`config.mk`:
```
export PLATFORM = sky130hd
export DESIGN_NAME = cascaded_irq_init_mask
export DESIGN_NICKNAME = d
export VERILOG_FILES = /design/src/logic/irq_init_pkg.sv /design/src/logic/ctrl_cfg_if.sv /design/src/logic/ctrl_regs.sv /design/src/logic/cascaded_irq_init_mask.sv
export SDC_FILE = /design/constraint.sdc
export NUM_CORES = 1
export LEC_CHECK = 0
export BUFFER_PORTS_ARGS = -buffer_cell sky130_fd_sc_hd__buf_2
export CAP_MARGIN = 20
export CORE_AREA = 5 5 144 201
export CTS_CLUSTER_DIAMETER = 150
export DETAILED_ROUTE_END_ITERATION = 10
export DIE_AREA = 0 0 149 206
export SETUP_SLACK_MARGIN = 0.2
export SYNTH_ARGS = -nofsm -noshare
export SYNTH_HDL_FRONTEND = slang
export SYNTH_SLANG_ARGS = --single-unit
```
`constraint.sdc`:
```
create_clock -name CLK_IN -period 4.8 [get_ports CLK_IN]
set_input_delay 0.24 -clock CLK_IN [delete_from_list [all_inputs] [get_ports CLK_IN]]
set_output_delay 0.24 -clock CLK_IN [all_outputs]
set_load 0.05 [all_outputs]
```
`src/logic/irq_init_pkg.sv`:
```
package irq_init_pkg;
  // widths and counts
  localparam int DATA_W = 8;
  localparam int ADDR_W = 10;
  localparam int NUM_IN = 8;
  localparam int NUM_CTRL = 2;
  localparam int PRI = 0;
  localparam int SEC = 1;
  // port addresses: primary even/odd, secondary even/odd
  localparam logic [ADDR_W-1:0] PRI_EVEN_ADDR = 10'h020;
  localparam logic [ADDR_W-1:0] PRI_ODD_ADDR = 10'h021;
  localparam logic [ADDR_W-1:0] SEC_EVEN_ADDR = 10'h0A0;
  localparam logic [ADDR_W-1:0] SEC_ODD_ADDR = 10'h0A1;
  // first init word fields
  localparam int INIT_SEL_BIT = 4;
  localparam int LEVEL_BIT = 3;
  localparam int SINGLE_BIT = 1;
  // command word on even port: bits 4:3 select, bits 7:5 function
  localparam logic [1:0] CMD2_SEL = 2'h0;
  localparam logic [2:0] NS_EOI_CODE = 3'h1;
  // vector base field
  localparam int VEC_HI = 7;
  localparam int VEC_LO = 3;
  localparam int VEC_BASE_W = VEC_HI - VEC_LO + 1;
  // slave identity field width
  localparam int IDENT_W = 3;
  // mode option word fields
  localparam int NEST_BIT = 4;
  localparam int AUTO_END_OF_INTERRUPT_BIT = 1;
  // reset values
  localparam logic [DATA_W-1:0] MASK_RST = 8'h00;
  localparam logic [DATA_W-1:0] BYTE_RST = 8'h00;
  localparam logic [VEC_BASE_W-1:0] VEC_RST = 5'h00;
  localparam logic [IDENT_W-1:0] IDENT_RST = 3'h0;
  // index returned when no request wins at acknowledge
  localparam logic [IDENT_W-1:0] SPURIOUS_IDX = 3'h7;

  // init sequencer states
  typedef enum logic [3:0] {
    SEQ_READY = 4'h1,
    SEQ_VEC = 4'h2,
    SEQ_CASC = 4'h4,
    SEQ_MODE = 4'h8
  } seq_state_t;

  // acknowledge sequence states
  typedef enum logic [1:0] {
    ACK_IDLE = 2'h1,
    ACK_SECOND = 2'h2
  } ack_state_t;
endpackage : irq_init_pkg

```
`src/logic/ctrl_cfg_if.sv`:
```
`timescale 1ns/1ps
interface ctrl_cfg_if;
  import irq_init_pkg::*;
  logic [VEC_BASE_W-1:0] vec_base; // upper vector bits
  logic [DATA_W-1:0] link_map; // cascade map (primary) or identity (secondary)
  logic nest_en; // multiple interrupts from same channel
  logic auto_end_of_interrupt_en; // automatic end of interrupt
  logic level_mode; // level triggered requests
  logic [DATA_W-1:0] mask; // per-input mask
  logic init_pulse; // first init word written
  logic eoi_pulse; // non-specific end of interrupt command
  modport regs (
    output vec_base, link_map, nest_en, auto_end_of_interrupt_en, level_mode, mask, init_pulse, eoi_pulse
  );
  modport core (
    input vec_base, link_map, nest_en, auto_end_of_interrupt_en, level_mode, mask, init_pulse, eoi_pulse
  );
endinterface : ctrl_cfg_if

```
`src/logic/ctrl_regs.sv`:
```
`timescale 1ns/1ps
module ctrl_regs
  import irq_init_pkg::*;
(
  input wire logic clk_in, // system clock
  input wire logic rst_n_in, // async reset, active low
  input wire logic wr_even_in, // write strobe to even port
  input wire logic wr_odd_in, // write strobe to odd port
  input wire logic [irq_init_pkg::DATA_W-1:0] wdata_in, // write data
  ctrl_cfg_if.regs cfg // configuration toward the core
);
  import irq_init_pkg::*;

  seq_state_t seq_q;
  logic single_q;
  logic init_w;
  logic odd_ready_w;

  // first init word recognised by its select bit
  assign init_w = wr_even_in && wdata_in[INIT_SEL_BIT];
  assign odd_ready_w = wr_odd_in && (seq_q == SEQ_READY);

  // init word sequencing
  always_ff @(posedge clk_in or negedge rst_n_in) begin
    if (!rst_n_in) begin
      seq_q <= SEQ_READY;
    end else if (init_w) begin
      seq_q <= SEQ_VEC;
    end else if (wr_odd_in) begin
      case (seq_q)
        SEQ_VEC: seq_q <= single_q ? SEQ_MODE : SEQ_CASC;
        SEQ_CASC: seq_q <= SEQ_MODE;
        SEQ_MODE: seq_q <= SEQ_READY;
        SEQ_READY: seq_q <= SEQ_READY;
        default: seq_q <= SEQ_READY;
      endcase
    end
  end

  // first init word options
  always_ff @(posedge clk_in or negedge rst_n_in) begin
    if (!rst_n_in) begin
      single_q <= 1'b0;
      cfg.level_mode <= 1'b0;
    end else if (init_w) begin
      single_q <= wdata_in[SINGLE_BIT];
      cfg.level_mode <= wdata_in[LEVEL_BIT];
    end
  end

  // vector base, upper five bits only
  always_ff @(posedge clk_in or negedge rst_n_in) begin
    if (!rst_n_in) begin
      cfg.vec_base <= VEC_RST;
    end else if (wr_odd_in && seq_q == SEQ_VEC) begin
      cfg.vec_base <= wdata_in[VEC_HI:VEC_LO];
    end
  end

  // cascade map or slave identity word
  always_ff @(posedge clk_in or negedge rst_n_in) begin
    if (!rst_n_in) begin
      cfg.link_map <= BYTE_RST;
    end else if (wr_odd_in && seq_q == SEQ_CASC) begin
      cfg.link_map <= wdata_in;
    end
  end

  // mode option word
  always_ff @(posedge clk_in or negedge rst_n_in) begin
    if (!rst_n_in) begin
      cfg.nest_en <= 1'b0;
      cfg.auto_end_of_interrupt_en <= 1'b0;
    end else if (wr_odd_in && seq_q == SEQ_MODE) begin
      cfg.nest_en <= wdata_in[NEST_BIT];
      cfg.auto_end_of_interrupt_en <= wdata_in[AUTO_END_OF_INTERRUPT_BIT];
    end
  end

  // mask word, cleared by the first init word
  always_ff @(posedge clk_in or negedge rst_n_in) begin
    if (!rst_n_in) begin
      cfg.mask <= MASK_RST;
    end else if (init_w) begin
      cfg.mask <= MASK_RST;
    end else if (odd_ready_w) begin
      cfg.mask <= wdata_in;
    end
  end

  // command pulses
  always_ff @(posedge clk_in or negedge rst_n_in) begin
    if (!rst_n_in) begin
      cfg.init_pulse <= 1'b0;
      cfg.eoi_pulse <= 1'b0;
    end else begin
      cfg.init_pulse <= init_w;
      cfg.eoi_pulse <= wr_even_in && wdata_in[4:3] == CMD2_SEL && wdata_in[7:5] == NS_EOI_CODE;
    end
  end
endmodule : ctrl_regs

```
`src/logic/cascaded_irq_init_mask.sv`:
```
`timescale 1ns/1ps
// Function
// - each controller keeps vector bits 7:3 written and returns them as vector top
// - vector bits 2:0 come from the winning request input at acknowledge
// - primary and secondary hold independent vector bases, any values allowed
// - primary cascade map bit n marks a secondary on request input n
// - secondary identity bits 2:0 give the cascade address it answers
// - mode bit 4 lets the same channel interrupt again under fixed priority
// - mode bit 1 performs non-specific EOI at end of second acknowledge
// - eight-bit read/write mask word, bit n masks input n
// - masking one input leaves lower-priority requests eligible
// - writing the first init word clears the whole mask word
// - even-port write with bit 4 set is the first init word
// - primary lets secondary supply vector when winning input has a secondary
module cascaded_irq_init_mask
  import irq_init_pkg::*;
(
  input wire logic CLK_IN, // host bus clock
  input wire logic RESETN_IN, // async reset, active low
  input wire logic [irq_init_pkg::ADDR_W-1:0] ADDR_IN, // io address
  input wire logic IOW_IN, // io write strobe, one cycle
  input wire logic IOR_IN, // io read strobe, one cycle
  input wire logic [irq_init_pkg::DATA_W-1:0] DATA_IN, // write data
  input wire logic INTERRUPT_ACK_CYCLE_IN, // acknowledge cycle strobe, one cycle
  input wire logic [2*irq_init_pkg::NUM_IN-1:0] IRQ_IN, // request pins, 15:8 secondary
  output logic [irq_init_pkg::DATA_W-1:0] DATA_OUT, // read data or vector
  output logic DATA_OE_OUT, // DATA_OUT valid
  output logic INTR_OUT // interrupt request to cpu
);
  import irq_init_pkg::*;

  ctrl_cfg_if cif[NUM_CTRL] ();

  logic [2*NUM_IN-1:0] sync1_q;
  logic [2*NUM_IN-1:0] sync2_q;
  logic [DATA_W-1:0] req_w [NUM_CTRL];
  logic [DATA_W-1:0] prev_q [NUM_CTRL];
  logic [DATA_W-1:0] irr_q [NUM_CTRL];
  logic [DATA_W-1:0] isr_q [NUM_CTRL];
  logic [DATA_W-1:0] mask_w [NUM_CTRL];
  logic [3:0] win_w [NUM_CTRL];
  logic [DATA_W-1:0] set_isr_w [NUM_CTRL];
  logic [NUM_CTRL-1:0] auto_end_of_interrupt_w;
  logic [NUM_CTRL-1:0] wr_even_w;
  logic [NUM_CTRL-1:0] wr_odd_w;
  logic [NUM_CTRL-1:0] rd_sel_w;
  ack_state_t ack_q;
  logic from_sec_q;
  logic [IDENT_W-1:0] idx_q;
  logic pri_cas_w;
  logic sec_ans_w;
  logic first_ack_w;
  logic second_ack_w;

  // highest-priority eligible input, input 0 highest; bit 3 flags a winner
  function automatic logic [3:0] resolve(input logic [7:0] pend, input logic [7:0] serv,
                                         input logic nest);
    logic [3:0] res;
    logic stop;
    res = 4'h0;
    stop = 1'b0;
    for (int n = 0; n < NUM_IN; n++) begin
      if (!stop) begin
        if (pend[n] && (!serv[n] || nest)) begin
          res = {1'b1, 3'(n)};
          stop = 1'b1;
        end else if (serv[n]) begin
          stop = 1'b1;
        end
      end
    end
    return res;
  endfunction : resolve

  // address decode per controller
  assign wr_even_w[PRI] = IOW_IN && ADDR_IN == PRI_EVEN_ADDR;
  assign wr_odd_w[PRI] = IOW_IN && ADDR_IN == PRI_ODD_ADDR;
  assign wr_even_w[SEC] = IOW_IN && ADDR_IN == SEC_EVEN_ADDR;
  assign wr_odd_w[SEC] = IOW_IN && ADDR_IN == SEC_ODD_ADDR;
  assign rd_sel_w[PRI] = ADDR_IN == PRI_ODD_ADDR;
  assign rd_sel_w[SEC] = ADDR_IN == SEC_ODD_ADDR;

  // two-stage synchroniser on request pins
  always_ff @(posedge CLK_IN or negedge RESETN_IN) begin
    if (!RESETN_IN) begin
      sync1_q <= '0;
      sync2_q <= '0;
    end else begin
      sync1_q <= IRQ_IN;
      sync2_q <= sync1_q;
    end
  end

  // secondary inputs from pins
  assign req_w[SEC] = sync2_q[2*NUM_IN-1:NUM_IN];

  // primary inputs: a mapped position carries the secondary request
  generate
    for (genvar n = 0; n < NUM_IN; n++) begin : g_pri_in
      assign req_w[PRI][n] = cif[PRI].link_map[n] ? win_w[SEC][3] : sync2_q[n];
    end
  endgenerate

  // acknowledge decode and cascade choice
  assign first_ack_w = INTERRUPT_ACK_CYCLE_IN && ack_q == ACK_IDLE;
  assign second_ack_w = INTERRUPT_ACK_CYCLE_IN && ack_q == ACK_SECOND;
  assign pri_cas_w = win_w[PRI][3] && cif[PRI].link_map[win_w[PRI][2:0]];
  assign sec_ans_w = pri_cas_w && cif[SEC].link_map[IDENT_W-1:0] == win_w[PRI][2:0];

  generate
    for (genvar c = 0; c < NUM_CTRL; c++) begin : g_ctrl
      ctrl_regs u_regs (
        .clk_in(CLK_IN),
        .rst_n_in(RESETN_IN),
        .wr_even_in(wr_even_w[c]),
        .wr_odd_in(wr_odd_w[c]),
        .wdata_in(DATA_IN),
        .cfg(cif[c])
      );

      assign mask_w[c] = cif[c].mask;
      // mask gates only its own input
      assign win_w[c] = resolve(irr_q[c] & ~cif[c].mask, isr_q[c], cif[c].nest_en);
      assign auto_end_of_interrupt_w[c] = cif[c].auto_end_of_interrupt_en;

      // in-service bit taken by this controller at first acknowledge
      always_comb begin
        set_isr_w[c] = '0;
        if (first_ack_w && win_w[c][3] && (c == PRI || sec_ans_w)) begin
          set_isr_w[c][win_w[c][2:0]] = 1'b1;
        end
      end

      // request edge history
      always_ff @(posedge CLK_IN or negedge RESETN_IN) begin
        if (!RESETN_IN) begin
          prev_q[c] <= '0;
        end else begin
          prev_q[c] <= req_w[c];
        end
      end

      // request register: new requests win over the acknowledge clear
      always_ff @(posedge CLK_IN or negedge RESETN_IN) begin
        if (!RESETN_IN) begin
          irr_q[c] <= '0;
        end else if (cif[c].init_pulse) begin
          irr_q[c] <= '0;
        end else if (cif[c].level_mode) begin
          irr_q[c] <= req_w[c];
        end else begin
          irr_q[c] <= (irr_q[c] & ~set_isr_w[c]) | (req_w[c] & ~prev_q[c]);
        end
      end

      // in-service register with end of interrupt handling
      always_ff @(posedge CLK_IN or negedge RESETN_IN) begin
        if (!RESETN_IN) begin
          isr_q[c] <= '0;
        end else if (cif[c].init_pulse) begin
          isr_q[c] <= '0;
        end else if (cif[c].eoi_pulse ||
                     (second_ack_w && auto_end_of_interrupt_w[c] && (c == PRI || from_sec_q))) begin
          isr_q[c] <= (isr_q[c] & (isr_q[c] - 8'h01)) | set_isr_w[c];
        end else begin
          isr_q[c] <= isr_q[c] | set_isr_w[c];
        end
      end
    end
  endgenerate

  // acknowledge sequence
  always_ff @(posedge CLK_IN or negedge RESETN_IN) begin
    if (!RESETN_IN) begin
      ack_q <= ACK_IDLE;
    end else begin
      case (ack_q)
        ACK_IDLE: ack_q <= INTERRUPT_ACK_CYCLE_IN ? ACK_SECOND : ACK_IDLE;
        ACK_SECOND: ack_q <= INTERRUPT_ACK_CYCLE_IN ? ACK_IDLE : ACK_SECOND;
        default: ack_q <= ACK_IDLE;
      endcase
    end
  end

  // winning index frozen at first acknowledge
  always_ff @(posedge CLK_IN or negedge RESETN_IN) begin
    if (!RESETN_IN) begin
      from_sec_q <= 1'b0;
      idx_q <= SPURIOUS_IDX;
    end else if (first_ack_w) begin
      from_sec_q <= sec_ans_w && win_w[SEC][3];
      if (sec_ans_w && win_w[SEC][3]) begin
        idx_q <= win_w[SEC][2:0];
      end else if (win_w[PRI][3] && !pri_cas_w) begin
        idx_q <= win_w[PRI][2:0];
      end else begin
        idx_q <= SPURIOUS_IDX;
      end
    end
  end

  // data bus: vector on second acknowledge, mask on odd-port read
  always_ff @(posedge CLK_IN or negedge RESETN_IN) begin
    if (!RESETN_IN) begin
      DATA_OUT <= BYTE_RST;
      DATA_OE_OUT <= 1'b0;
    end else if (second_ack_w) begin
      DATA_OE_OUT <= 1'b1;
      DATA_OUT <= from_sec_q ? {cif[SEC].vec_base, idx_q} : {cif[PRI].vec_base, idx_q};
    end else if (IOR_IN && rd_sel_w[PRI]) begin
      DATA_OE_OUT <= 1'b1;
      DATA_OUT <= mask_w[PRI];
    end else if (IOR_IN && rd_sel_w[SEC]) begin
      DATA_OE_OUT <= 1'b1;
      DATA_OUT <= mask_w[SEC];
    end else begin
      DATA_OE_OUT <= 1'b0;
      DATA_OUT <= BYTE_RST;
    end
  end

  // interrupt line follows the primary resolver
  always_ff @(posedge CLK_IN or negedge RESETN_IN) begin
    if (!RESETN_IN) begin
      INTR_OUT <= 1'b0;
    end else begin
      INTR_OUT <= win_w[PRI][3];
    end
  end
endmodule : cascaded_irq_init_mask

```
==> impl_metrics.json, run 1 <==
{
  "slowest_delay_ps": 550,
  "r2r_slack_ps": 1650,
  "synth_compound_area_share_pct": 14.35,
  "num_vias": 4824,
  "crit_arrival_ps": 3420,
  "setup_slack_ps": 1649,
  "min_from": "IOR_IN",
  "syn_nets": 636,
  "r2r-end": "irr_q[7]$_DFF_PN0_",
  "via_per_inst": 4.612,
  "syn_to_final_growth_pct": 22.09,
  "synth_simple_gate_area_share_pct": 15.73,
  "synthTopCellsByCount": "dfrtp_1 (147), nor2_1 (57), nand2_1 (53), a21oi_1 (40)",
  "grt_overflow": 0,
  "ys_warn_count": 0,
  "totalWireLength_microns": 16290,
  "regArea_sq_mm": 0.003836,
  "cp_top_family": "simple AND/OR/NAND/NOR gates",
  "cts-hold-fix-buffers": 16,
  "multi_input_area_sq_mm": 0.002596,
  "synth_top_area_share_pct": 55.66,
  "cts_setup_buffers": 0,
  "grtUsageTotal_pct": 11.12,
  "synthAdderAreaFrac_pct": 0.3786,
  "grt_max_degree": 114,
  "synth_cell_types": 65,
  "synth_top_family_by_area": "simple AND/OR/NAND/NOR gates",
  "syn_avg_cell_area_sq_um": 11.11,
  "start_kind": "flop",
  "gp_congestion": 0.8735,
  "antenna_found_initial": 0,
  "fmax_mhz": 317.3,
  "worst-path-buf-inv": 0,
  "tritoncts": "built",
  "worst_pin_slew_ps": 1015,
  "post-place-ws_ps": 1667,
  "synthFlopType": "dfrtp_1",
  "rr_worst_depth": 8,
  "final_cells": 1046,
  "tns_ps": 0,
  "cts_max_path_buffers": 2,
  "cts_made_buffers": 17,
  "first_pass_iters": 6,
  "min_path_cells": 3,
  "synth-edff-count": 0,
  "utilization_pct": 30.08,
  "std_cell_rows": 71,
  "core_area_sq_mm": 0.02683,
  "drt_iter0_markers": 435,
  "synth_area_sq_mm": 0.006609,
  "r2r_start": "irr_q[8]$_DFF_PN0_",
  "die-area_sq_mm": 0.03069,
  "maxSlewViolCount": 0,
  "synthCells": 595,
  "ir_drop_mv": 0.2432,
  "endpoint_kind": "flop",
  "io_buffers": 48,
  "ant_nets": 0,
  "leakage_nw": 3.553,
  "cts.sinks": 153,
  "cp_max_fo": 11,
  "fin_skew_ps": 6.770,
  "die_w_microns": 149,
  "clkTransAtPathRegs_ps": 60,
  "ys_ff_latch": 153,
  "slew_headroom_pct": 31.45,
  "clk_root_buffer_cell": "clkbuf_16",
  "insertion_delay_ps": 430,
  "final_nets": 709,
  "yosysMostFrequentCell": "dfrtp_1",
  "placed_area_sq_mm": 0.007286,
  "synth-xor-area-share_pct": 0.2651,
  "rsz0062_at_grt": "false",
  "wire_per_inst_microns": 15.58,
  "drc": 0,
  "crit_chain": "nor2b_1, or4b_4, or4_1, and3_1, mux2i_4, a211oi_4, and3_4, a311oi_1",
  "hpwl_microns": 11740,
  "grt_pass1_wl_microns": 26700,
  "ios": 49,
  "p_per_area_mw_per_mm2": 377.3,
  "yosysTopAreaCell": "dfrtp_1",
  "drive_gt1_share_pct": 20.41,
  "synthMuxAreaShare_pct": 8.387,
  "final.fill_count": 2817,
  "required_ps": 5070,
  "async_flop_share_pct": 100.0,
  "fin_crit_sh_pct": 65.65,
  "post-place-cells": 996,
  "grt_pass1_vias": 4883,
  "synth.area.top_cells": "dfrtp_1 (56%), mux2_2 (4.3%), mux2i_1 (3.8%)",
  "p_total_mw": 3.045,
  "cts.repair.resized": 0,
  "min_to": "DATA_OE_OUT$_DFF_PN0_",
  "cap_violations": 0,
  "outcome": "completed",
  "dieHeight_microns": 206,
  "path_class": "flop to flop",
  "final_cell_area_sq_mm": 0.008069,
  "finalHoldViolCount": 0,
  "fin_crit_ps": 3151,
  "antennaDiodeCount": 0,
  "setup_viol_count_final": 0,
  "start_util_pct": 24.63,
  "h-tree-depth": 4,
  "hold_ws_ps": 58.55,
  "ys_seq_area_share_pct": 58.05,
  "worst_path_max_delay_cell": "or4_1",
  "min_path_type": "primary input to flop"
}
## registers in the layout, summed over array words and instances, names as in the netlist, 10 cells and up
| register | count |
|---|---|
| irr_q | 16 |
| g_ctrl.u_regs.cfg.link_map | 11 |
| g_ctrl.u_regs.cfg.mask | 16 |
| sync2_q | 16 |
| isr_q | 16 |
| sync1_q | 16 |
| g_ctrl.u_regs.cfg.vec_base | 10 |
| prev_q | 16 |
## layout make-up
cell class              count  area share (%)
well taps                 365           5.660
clock inverters            14           1.814
multi-input cells         396           32.18
repair buffers             72           6.063
clock buffers              18           5.443
inverters                  28           1.303
flip-flops and latches    153           47.54
## worst min-delay path: stages
cell     delay (ps)
buf_2            90
nand3_1          60
nand2_1          60
## worst max-delay path by stage
stage | start | to | cells after the start
after floorplan | irr_q[8]$_DFF_PN0_ | irr_q[3]$_DFF_PN0_ | 10
after global placement | irr_q[8]$_DFF_PN0_ | irr_q[7]$_DFF_PN0_ | 8
after detailed placement | irr_q[8]$_DFF_PN0_ | irr_q[7]$_DFF_PN0_ | 8
after CTS | irr_q[8]$_DFF_PN0_ | irr_q[7]$_DFF_PN0_ | 8
after global routing | irr_q[8]$_DFF_PN0_ | irr_q[7]$_DFF_PN0_ | 8
final | irr_q[8]$_DFF_PN0_ | irr_q[7]$_DFF_PN0_ | 8
## layer usage
layer	wire, microns	vias to the layer above	global-route usage, %
li1	-	2291	-
met1	6595	2412	13.29
met3	582	21	2.325
met2	8833	100	19.91
met4	282	0	3.533
met5	0	-	0
## cell families (layout without fill, tap and decap cells)
logic type | Yosys count | in the layout
XOR/XNOR | 2 | 2
AO/OA/AOI/OAI | 136 | 136
adder cells (fa/ha/maj) | 2 | 2
multiplexers | 51 | 51
buffers and inverters | 46 | 132
flip-flops | 153 | 153
AND/OR/NAND/NOR | 205 | 205
## cell usage in the layout, fill, tap and decap left out, types with 5 or more instances in the layout
master | synthesis | routed
nor3_1 | 8 | 7
a211oi_2 | 6 | 6
nand2b_1 | 11 | 11
o31ai_1 | 5 | 5
mux2_2 | 25 | 25
nand2_1 | 53 | 53
nor2_1 | 57 | 57
o21ai_0 | 27 | 27
mux2i_1 | 25 | 25
o22ai_1 | 7 | 7
inv_1 | 27 | 27
a22oi_1 | 6 | 6
nor2b_1 | 10 | 10
nand3_1 | 14 | 14
dfstp_2 | 6 | 6
a31oi_1 | 7 | 7
dfrtp_1 | 147 | 147
nand3b_1 | 5 | 5
or3_1 | 10 | 10
a221o_1 | 8 | 8
buf_2 | 0 | 47
clkbuf_16 | 0 | 17
buf_4 | 0 | 6
nand4_1 | 9 | 9
a21oi_1 | 40 | 40
a21o_1 | 5 | 5
dlygate4sd3_1 | 0 | 17
## where the power goes
part,total (mW),leakage [nW],internal (mW),switching (mW)
registers,1.42,1.94,1.37,0.0475
logic,0.291,1.33,0.108,0.182
clock network,1.33,0.283,0.781,0.554
(Power assumes the default switching activity.)
==> inputs of run 2 (changes only) <==
==> constraint.sdc (replaced) <==
create_clock -name CLK_IN -period 2.7 [get_ports CLK_IN]
set_input_delay 0.135 -clock CLK_IN [delete_from_list [all_inputs] [get_ports CLK_IN]]
set_output_delay 0.135 -clock CLK_IN [all_outputs]
set_load 0.05 [all_outputs]
==> impl_metrics.json, run 2 (synthesized netlist as in run 1, its figures left out) <==
{
  "rr_worst_depth": 8,
  "tritoncts": "built",
  "antennaDiodeCount": 0,
  "slew_headroom_pct": 41.03,
  "drive_gt1_share_pct": 27.87,
  "core_area_sq_mm": 0.02683,
  "p_total_mw": 5.626,
  "fin_skew_ps": 11.80,
  "min_to": "g_ctrl[1].u_regs.cfg.mask[2]$_DFFE_PN0P_",
  "maxSlewViolCount": 0,
  "p_switching_mw": 1.432,
  "p_clk_share_pct": 43.8,
  "start_kind": "flop",
  "use_met2_pct": 20.21,
  "ant_nets": 0,
  "totalWireLength_microns": 17070,
  "die_w_microns": 149,
  "gp_congestion": 0.8778,
  "placed_area_sq_mm": 0.007622,
  "dieHeight_microns": 206,
  "outcome": "finished, violations left",
  "grt_max_degree": 72,
  "cts_made_buffers": 17,
  "fin_crit_sh_pct": 100.6,
  "finalHoldViolCount": 0,
  "required_ps": 2960,
  "wire_per_inst_microns": 15.56,
  "cap_violations": 0,
  "final.fill_count": 2805,
  "layout_commonest_cell": "dfrtp_1",
  "first_pass_iters": 5,
  "use_met3_pct": 2.259,
  "crit_arrival_ps": 2970,
  "fmax_mhz": 368.3,
  "insertion_delay_ps": 420,
  "min_path_cells": 3,
  "grt_pass1_wl_microns": 28210,
  "io_buffers": 48,
  "drt_iter0_markers": 333,
  "clk_root_buffer_cell": "clkbuf_16",
  "mostFrequentLayoutCells": "dfrtp_1 (147), nor2_1 (55), nand2_1 (53)",
  "syn_to_final_growth_pct": 30.48,
  "internal_power_mw": 4.194,
  "grt_overflow": 0,
  "met1_usage_pct": 14.06,
  "final_cell_area_sq_mm": 0.008623,
  "grtUsageTotal_pct": 11.61,
  "via_per_inst": 4.537,
  "h-tree-depth": 4,
  "clkTransAtPathRegs_ps": 60,
  "p_per_area_mw_per_mm2": 652.4,
  "leakage_nw": 3.846,
  "hold_ws_ps": 35.24,
  "seqPwrFrac_pct": 44.7,
  "drc": 0,
  "swShare_pct": 25.46,
  "tns_ps": -15.00,
  "cp_max_fo": 6,
  "min_path_type": "primary input to flop",
  "endpoint_kind": "flop",
  "post-place-cells": 1036,
  "cts.sinks": 153,
  "busiest_layer": "met2",
  "ios": 49,
  "combPwrFrac_pct": 11.6,
  "fin_crit_ps": 2715,
  "hpwl_microns": 12370,
  "grt_pass1_vias": 5183,
  "post-place-ws_ps": -108.5,
  "r2r_slack_ps": -10,
  "setup_viol_count_final": 1,
  "path_class": "flop to flop",
  "violations": "setup timing",
  "cts_max_path_buffers": 2,
  "ir_drop_mv": 0.4642,
  "r2r-end": "irr_q[7]$_DFF_PN0_",
  "rsz0062_at_grt": "true",
  "final_nets": 760,
  "antenna_found_initial": 1,
  "std_cell_rows": 71,
  "worst_pin_slew_ps": 884.5,
  "setup_slack_ps": -15.00,
  "start_util_pct": 24.63,
  "final_cells": 1097,
  "min_from": "DATA_IN[2]",
  "r2r_start": "irr_q[8]$_DFF_PN0_",
  "utilization_pct": 32.14,
  "num_vias": 4977,
  "die-area_sq_mm": 0.03069
}
-- run 2: cell count changes in the layout (fill, tap and decap cells not counted), moves of 3 or more --
cell,delta
dlygate4sd3_1,+3
a21oi_1,-5
a21oi_2,+4
buf_4,+45
nor4_1,-3
clkinv_2,-3
-- run 2: cell type report --
cell class / instances / area [sq um] / area share [%]
inverters: 28 / 105.1 / 1.219
flip-flops and latches: 153 / 3836 / 44.49
clock buffers: 18 / 429.2 / 4.977
clock inverters: 14 / 182.7 / 2.118
repair buffers: 122 / 880.8 / 10.21
multi-input cells: 397 / 2733 / 31.69
well taps: 365 / 456.7 / 5.296
-- run 2: timing repair --
item | in CTS | in global routing
gates resized for setup | 16 | 7
pin swaps | 9 | 7
hold buffers | 20 | 0
buffers inserted | 7 | 1
endpoints found under the hold margin | 69 | 0
endpoints found under the setup margin | 29 | 36
cloned | 1 | 0
-- run 2: worst max-delay path, cell delays in order, from the launching register on --
cell	delay, ps
dfrtp_1	380
nor2b_4	130
or4b_4	500
or4_4	430
and3_4	200
mux2i_4	190
a211oi_4	260
and3_4	340
a311oi_2	120
-- run 2: power groups by stage --
stage	sequential (mW)	combinational, mW	clock, mW
finish	2.51	0.650	2.46
global route	2.53	0.722	2.63
CTS	2.51	0.640	2.52
detailed placement	2.55	0.586	0
global placement	2.55	0.578	0
floorplan	2.57	0.283	0
-- run 2: metal layers --
metal	part of all wire (%)	up-vias
met5	0	-
met4	3.2	0
met1	43	2458
met2	51	90
li1	-	2397
met3	2.7	32
-- run 2: worst max path at each step --
stage | from | endpoint | slack [ps]
after floorplan | irr_q[8]$_DFF_PN0_ | irr_q[3]$_DFF_PN0_ | -180
after global placement | irr_q[8]$_DFF_PN0_ | irr_q[7]$_DFF_PN0_ | -60
after detailed placement | irr_q[8]$_DFF_PN0_ | isr_q[1]$_DFF_PN0_ | -110
after CTS | irr_q[8]$_DFF_PN0_ | irr_q[7]$_DFF_PN0_ | -2
after global routing | irr_q[8]$_DFF_PN0_ | irr_q[7]$_DFF_PN0_ | -120
final | irr_q[8]$_DFF_PN0_ | irr_q[7]$_DFF_PN0_ | -10
==> inputs of run 3 (changes only) <==
--- a/config.mk
+++ b/config.mk
@@ -7,10 +7,10 @@
 export LEC_CHECK = 0
 export BUFFER_PORTS_ARGS = -buffer_cell sky130_fd_sc_hd__buf_2
 export CAP_MARGIN = 20
-export CORE_AREA = 5 5 144 201
+export CORE_AREA = 5 5 111 155
 export CTS_CLUSTER_DIAMETER = 150
 export DETAILED_ROUTE_END_ITERATION = 10
-export DIE_AREA = 0 0 149 206
+export DIE_AREA = 0 0 116 160
 export SETUP_SLACK_MARGIN = 0.2
 export SYNTH_ARGS = -nofsm -noshare
 export SYNTH_HDL_FRONTEND = slang
==> constraint.sdc (replaced) <==
create_clock -name CLK_IN -period 2.6 [get_ports CLK_IN]
set_input_delay 0.13 -clock CLK_IN [delete_from_list [all_inputs] [get_ports CLK_IN]]
set_output_delay 0.13 -clock CLK_IN [all_outputs]
set_load 0.05 [all_outputs]
==> impl_metrics.json, run 3 (synthesized netlist as in run 1, its figures left out) <==
{
  "post-place-cells": 881,
  "final.fill_count": 1358,
  "r2r_start": "irr_q[8]$_DFF_PN0_",
  "totalWireLength_microns": 17420,
  "worst_pin_slew_ps": 927.4,
  "finalHoldViolCount": 0,
  "worst_path_max_delay_cell": "or4b_4",
  "placed_area_sq_mm": 0.007503,
  "h-tree-depth": 4,
  "start_util_pct": 42.53,
  "ir_drop_mv": 0.4514,
  "drive_gt1_share_pct": 31.40,
  "maxSlewViolCount": 0,
  "antennaDiodeCount": 0,
  "tritoncts": "built",
  "drt_iter0_markers": 356,
  "ios": 49,
  "ant_nets": 0,
  "fin_skew_ps": 6.177,
  "num_vias": 5182,
  "cts_max_path_buffers": 2,
  "std_cell_rows": 54,
  "violations": "setup timing",
  "path_class": "flop to flop",
  "grt_max_degree": 72,
  "cts_made_buffers": 17,
  "cp-startpoint": "irr_q[8]$_DFF_PN0_",
  "crit_arrival_ps": 2980,
  "utilization_pct": 55.30,
  "insertion_delay_ps": 430,
  "grtUsageTotal_pct": 19.96,
  "leakage_nw": 3.904,
  "hold_ws_ps": 19.91,
  "cp_common_cell": "and3_4",
  "via_per_inst": 5.525,
  "worst-path-buf-inv": 0,
  "cp_max_fo": 6,
  "grt_overflow": 0,
  "tns_ps": -1040,
  "syn_to_final_growth_pct": 30.03,
  "fmax_mhz": 369.0,
  "fin_crit_sh_pct": 104.2,
  "min_path_type": "primary input to flop",
  "drc": 0,
  "core_area_sq_mm": 0.01554,
  "cap_violations": 0,
  "antenna_found_initial": 0,
  "clkTransAtPathRegs_ps": 60,
  "first_pass_iters": 4,
  "grt_pass1_vias": 5452,
  "endpoint_kind": "flop",
  "hpwl_microns": 12430,
  "cp_top_family": "simple AND/OR/NAND/NOR gates",
  "final_cell_area_sq_mm": 0.008593,
  "final_cells": 938,
  "met1_length_microns": 6949,
  "crit_chain": "nor2b_4, or4b_4, or4_4, and3_4, mux2i_4, a211oi_4, and3_4, a311oi_2",
  "setup_slack_ps": -110.1,
  "start_kind": "flop",
  "layout_commonest_cell": "dfrtp_1",
  "p_total_mw": 5.703,
  "slowest_delay_ps": 500,
  "min_from": "DATA_IN[0]",
  "post-place-ws_ps": -243.9,
  "dieHeight_microns": 160,
  "p_per_area_mw_per_mm2": 663.7,
  "io_buffers": 48,
  "rsz0062_at_grt": "true",
  "mostFrequentLayoutCells": "dfrtp_1 (147), buf_4 (59), nor2_1 (54)",
  "cts.sinks": 153,
  "outcome": "finished, violations left",
  "top_layer_used": "met4",
  "setup_viol_count_final": 19,
  "dr_wl_met3_microns": 553,
  "slew_headroom_pct": 38.17,
  "die-area_sq_mm": 0.01856,
  "required_ps": 2860,
  "gp_congestion": 0.8704,
  "fin_crit_ps": 2710,
  "grt_pass1_wl_microns": 28550,
  "final_nets": 770,
  "wire_per_inst_microns": 18.57,
  "die_w_microns": 116,
  "wl_met2_microns": 9229,
  "clk_root_buffer_cell": "clkbuf_16"
}
run 3: changes by cell type in the layout (fill, tap and decap cells not counted), moves of 3 or more:
cell / before / now
a21oi_1: 35 / 32
nand2_1: 53 / 47
buf_6: 2 / 5
clkbuf_1: 1 / 4
a21oi_2: 5 / 8
nor2_4: 0 / 3
nand2_2: 0 / 6
inv_6: 5 / 1
buf_4: 51 / 59
run 3: path summary, 6_finish.rpt:
kind	to	slack [ps]	depth (start not counted)
max	irr_q[7]$_DFF_PN0_	-110	8
min	g_ctrl[1].u_regs.cfg.mask[0]$_DFFE_PN0P_	20	3
max reg2reg	irr_q[7]$_DFF_PN0_	-110	8
min reg2reg	sync2_q[5]$_DFF_PN0_	340	0
max in group asynchronous	idx_q[2]$_DFFE_PN1P_	1520	3
min in group asynchronous	sync2_q[7]$_DFF_PN0_	290	2
run 3: worst reg2reg max path, cell delays in order, from the launching register on:
cell and delay, ps:
dfrtp_1 380, nor2b_4 130, or4b_4 500, or4_4 440
and3_4 210, mux2i_4 190, a211oi_4 260, and3_4 330
a311oi_2 120
run 3: where the power goes:
part | switching [mW] | internal [mW]
logic | 0.412 | 0.303
registers | 0.0773 | 2.53
clock network | 0.968 | 1.41
total | 1.46 | 4.25
run 3: what timing repair did:
action                                  in CTS  in global routing
endpoints found under the setup margin      41                 38
setup buffers                                3                  1
pin swaps                                    8                  7
resized for setup                           30                 26
cloned                                       1                  0
hold buffers                                20                  0
endpoints found under the hold margin       83                  0
run 3: cell type report:
type,instances,area (sq um),area share (%)
clock buffers,21,440.4,5.125
inverters,28,105.1,1.223
flip-flops and latches,153,3836,44.64
multi-input cells,397,2889,33.62
well taps,196,245.2,2.854
clock inverters,11,122.6,1.427
repair buffers,132,954.7,11.11
run 3: per-layer routing:
layer  global-route usage, %  vias to the layer above
met3                   4.051                       44
met2                   33.81                      107
met1                   24.05                     2612
met5                       0                        -
met4                   9.288                        0
li1                        -                     2419
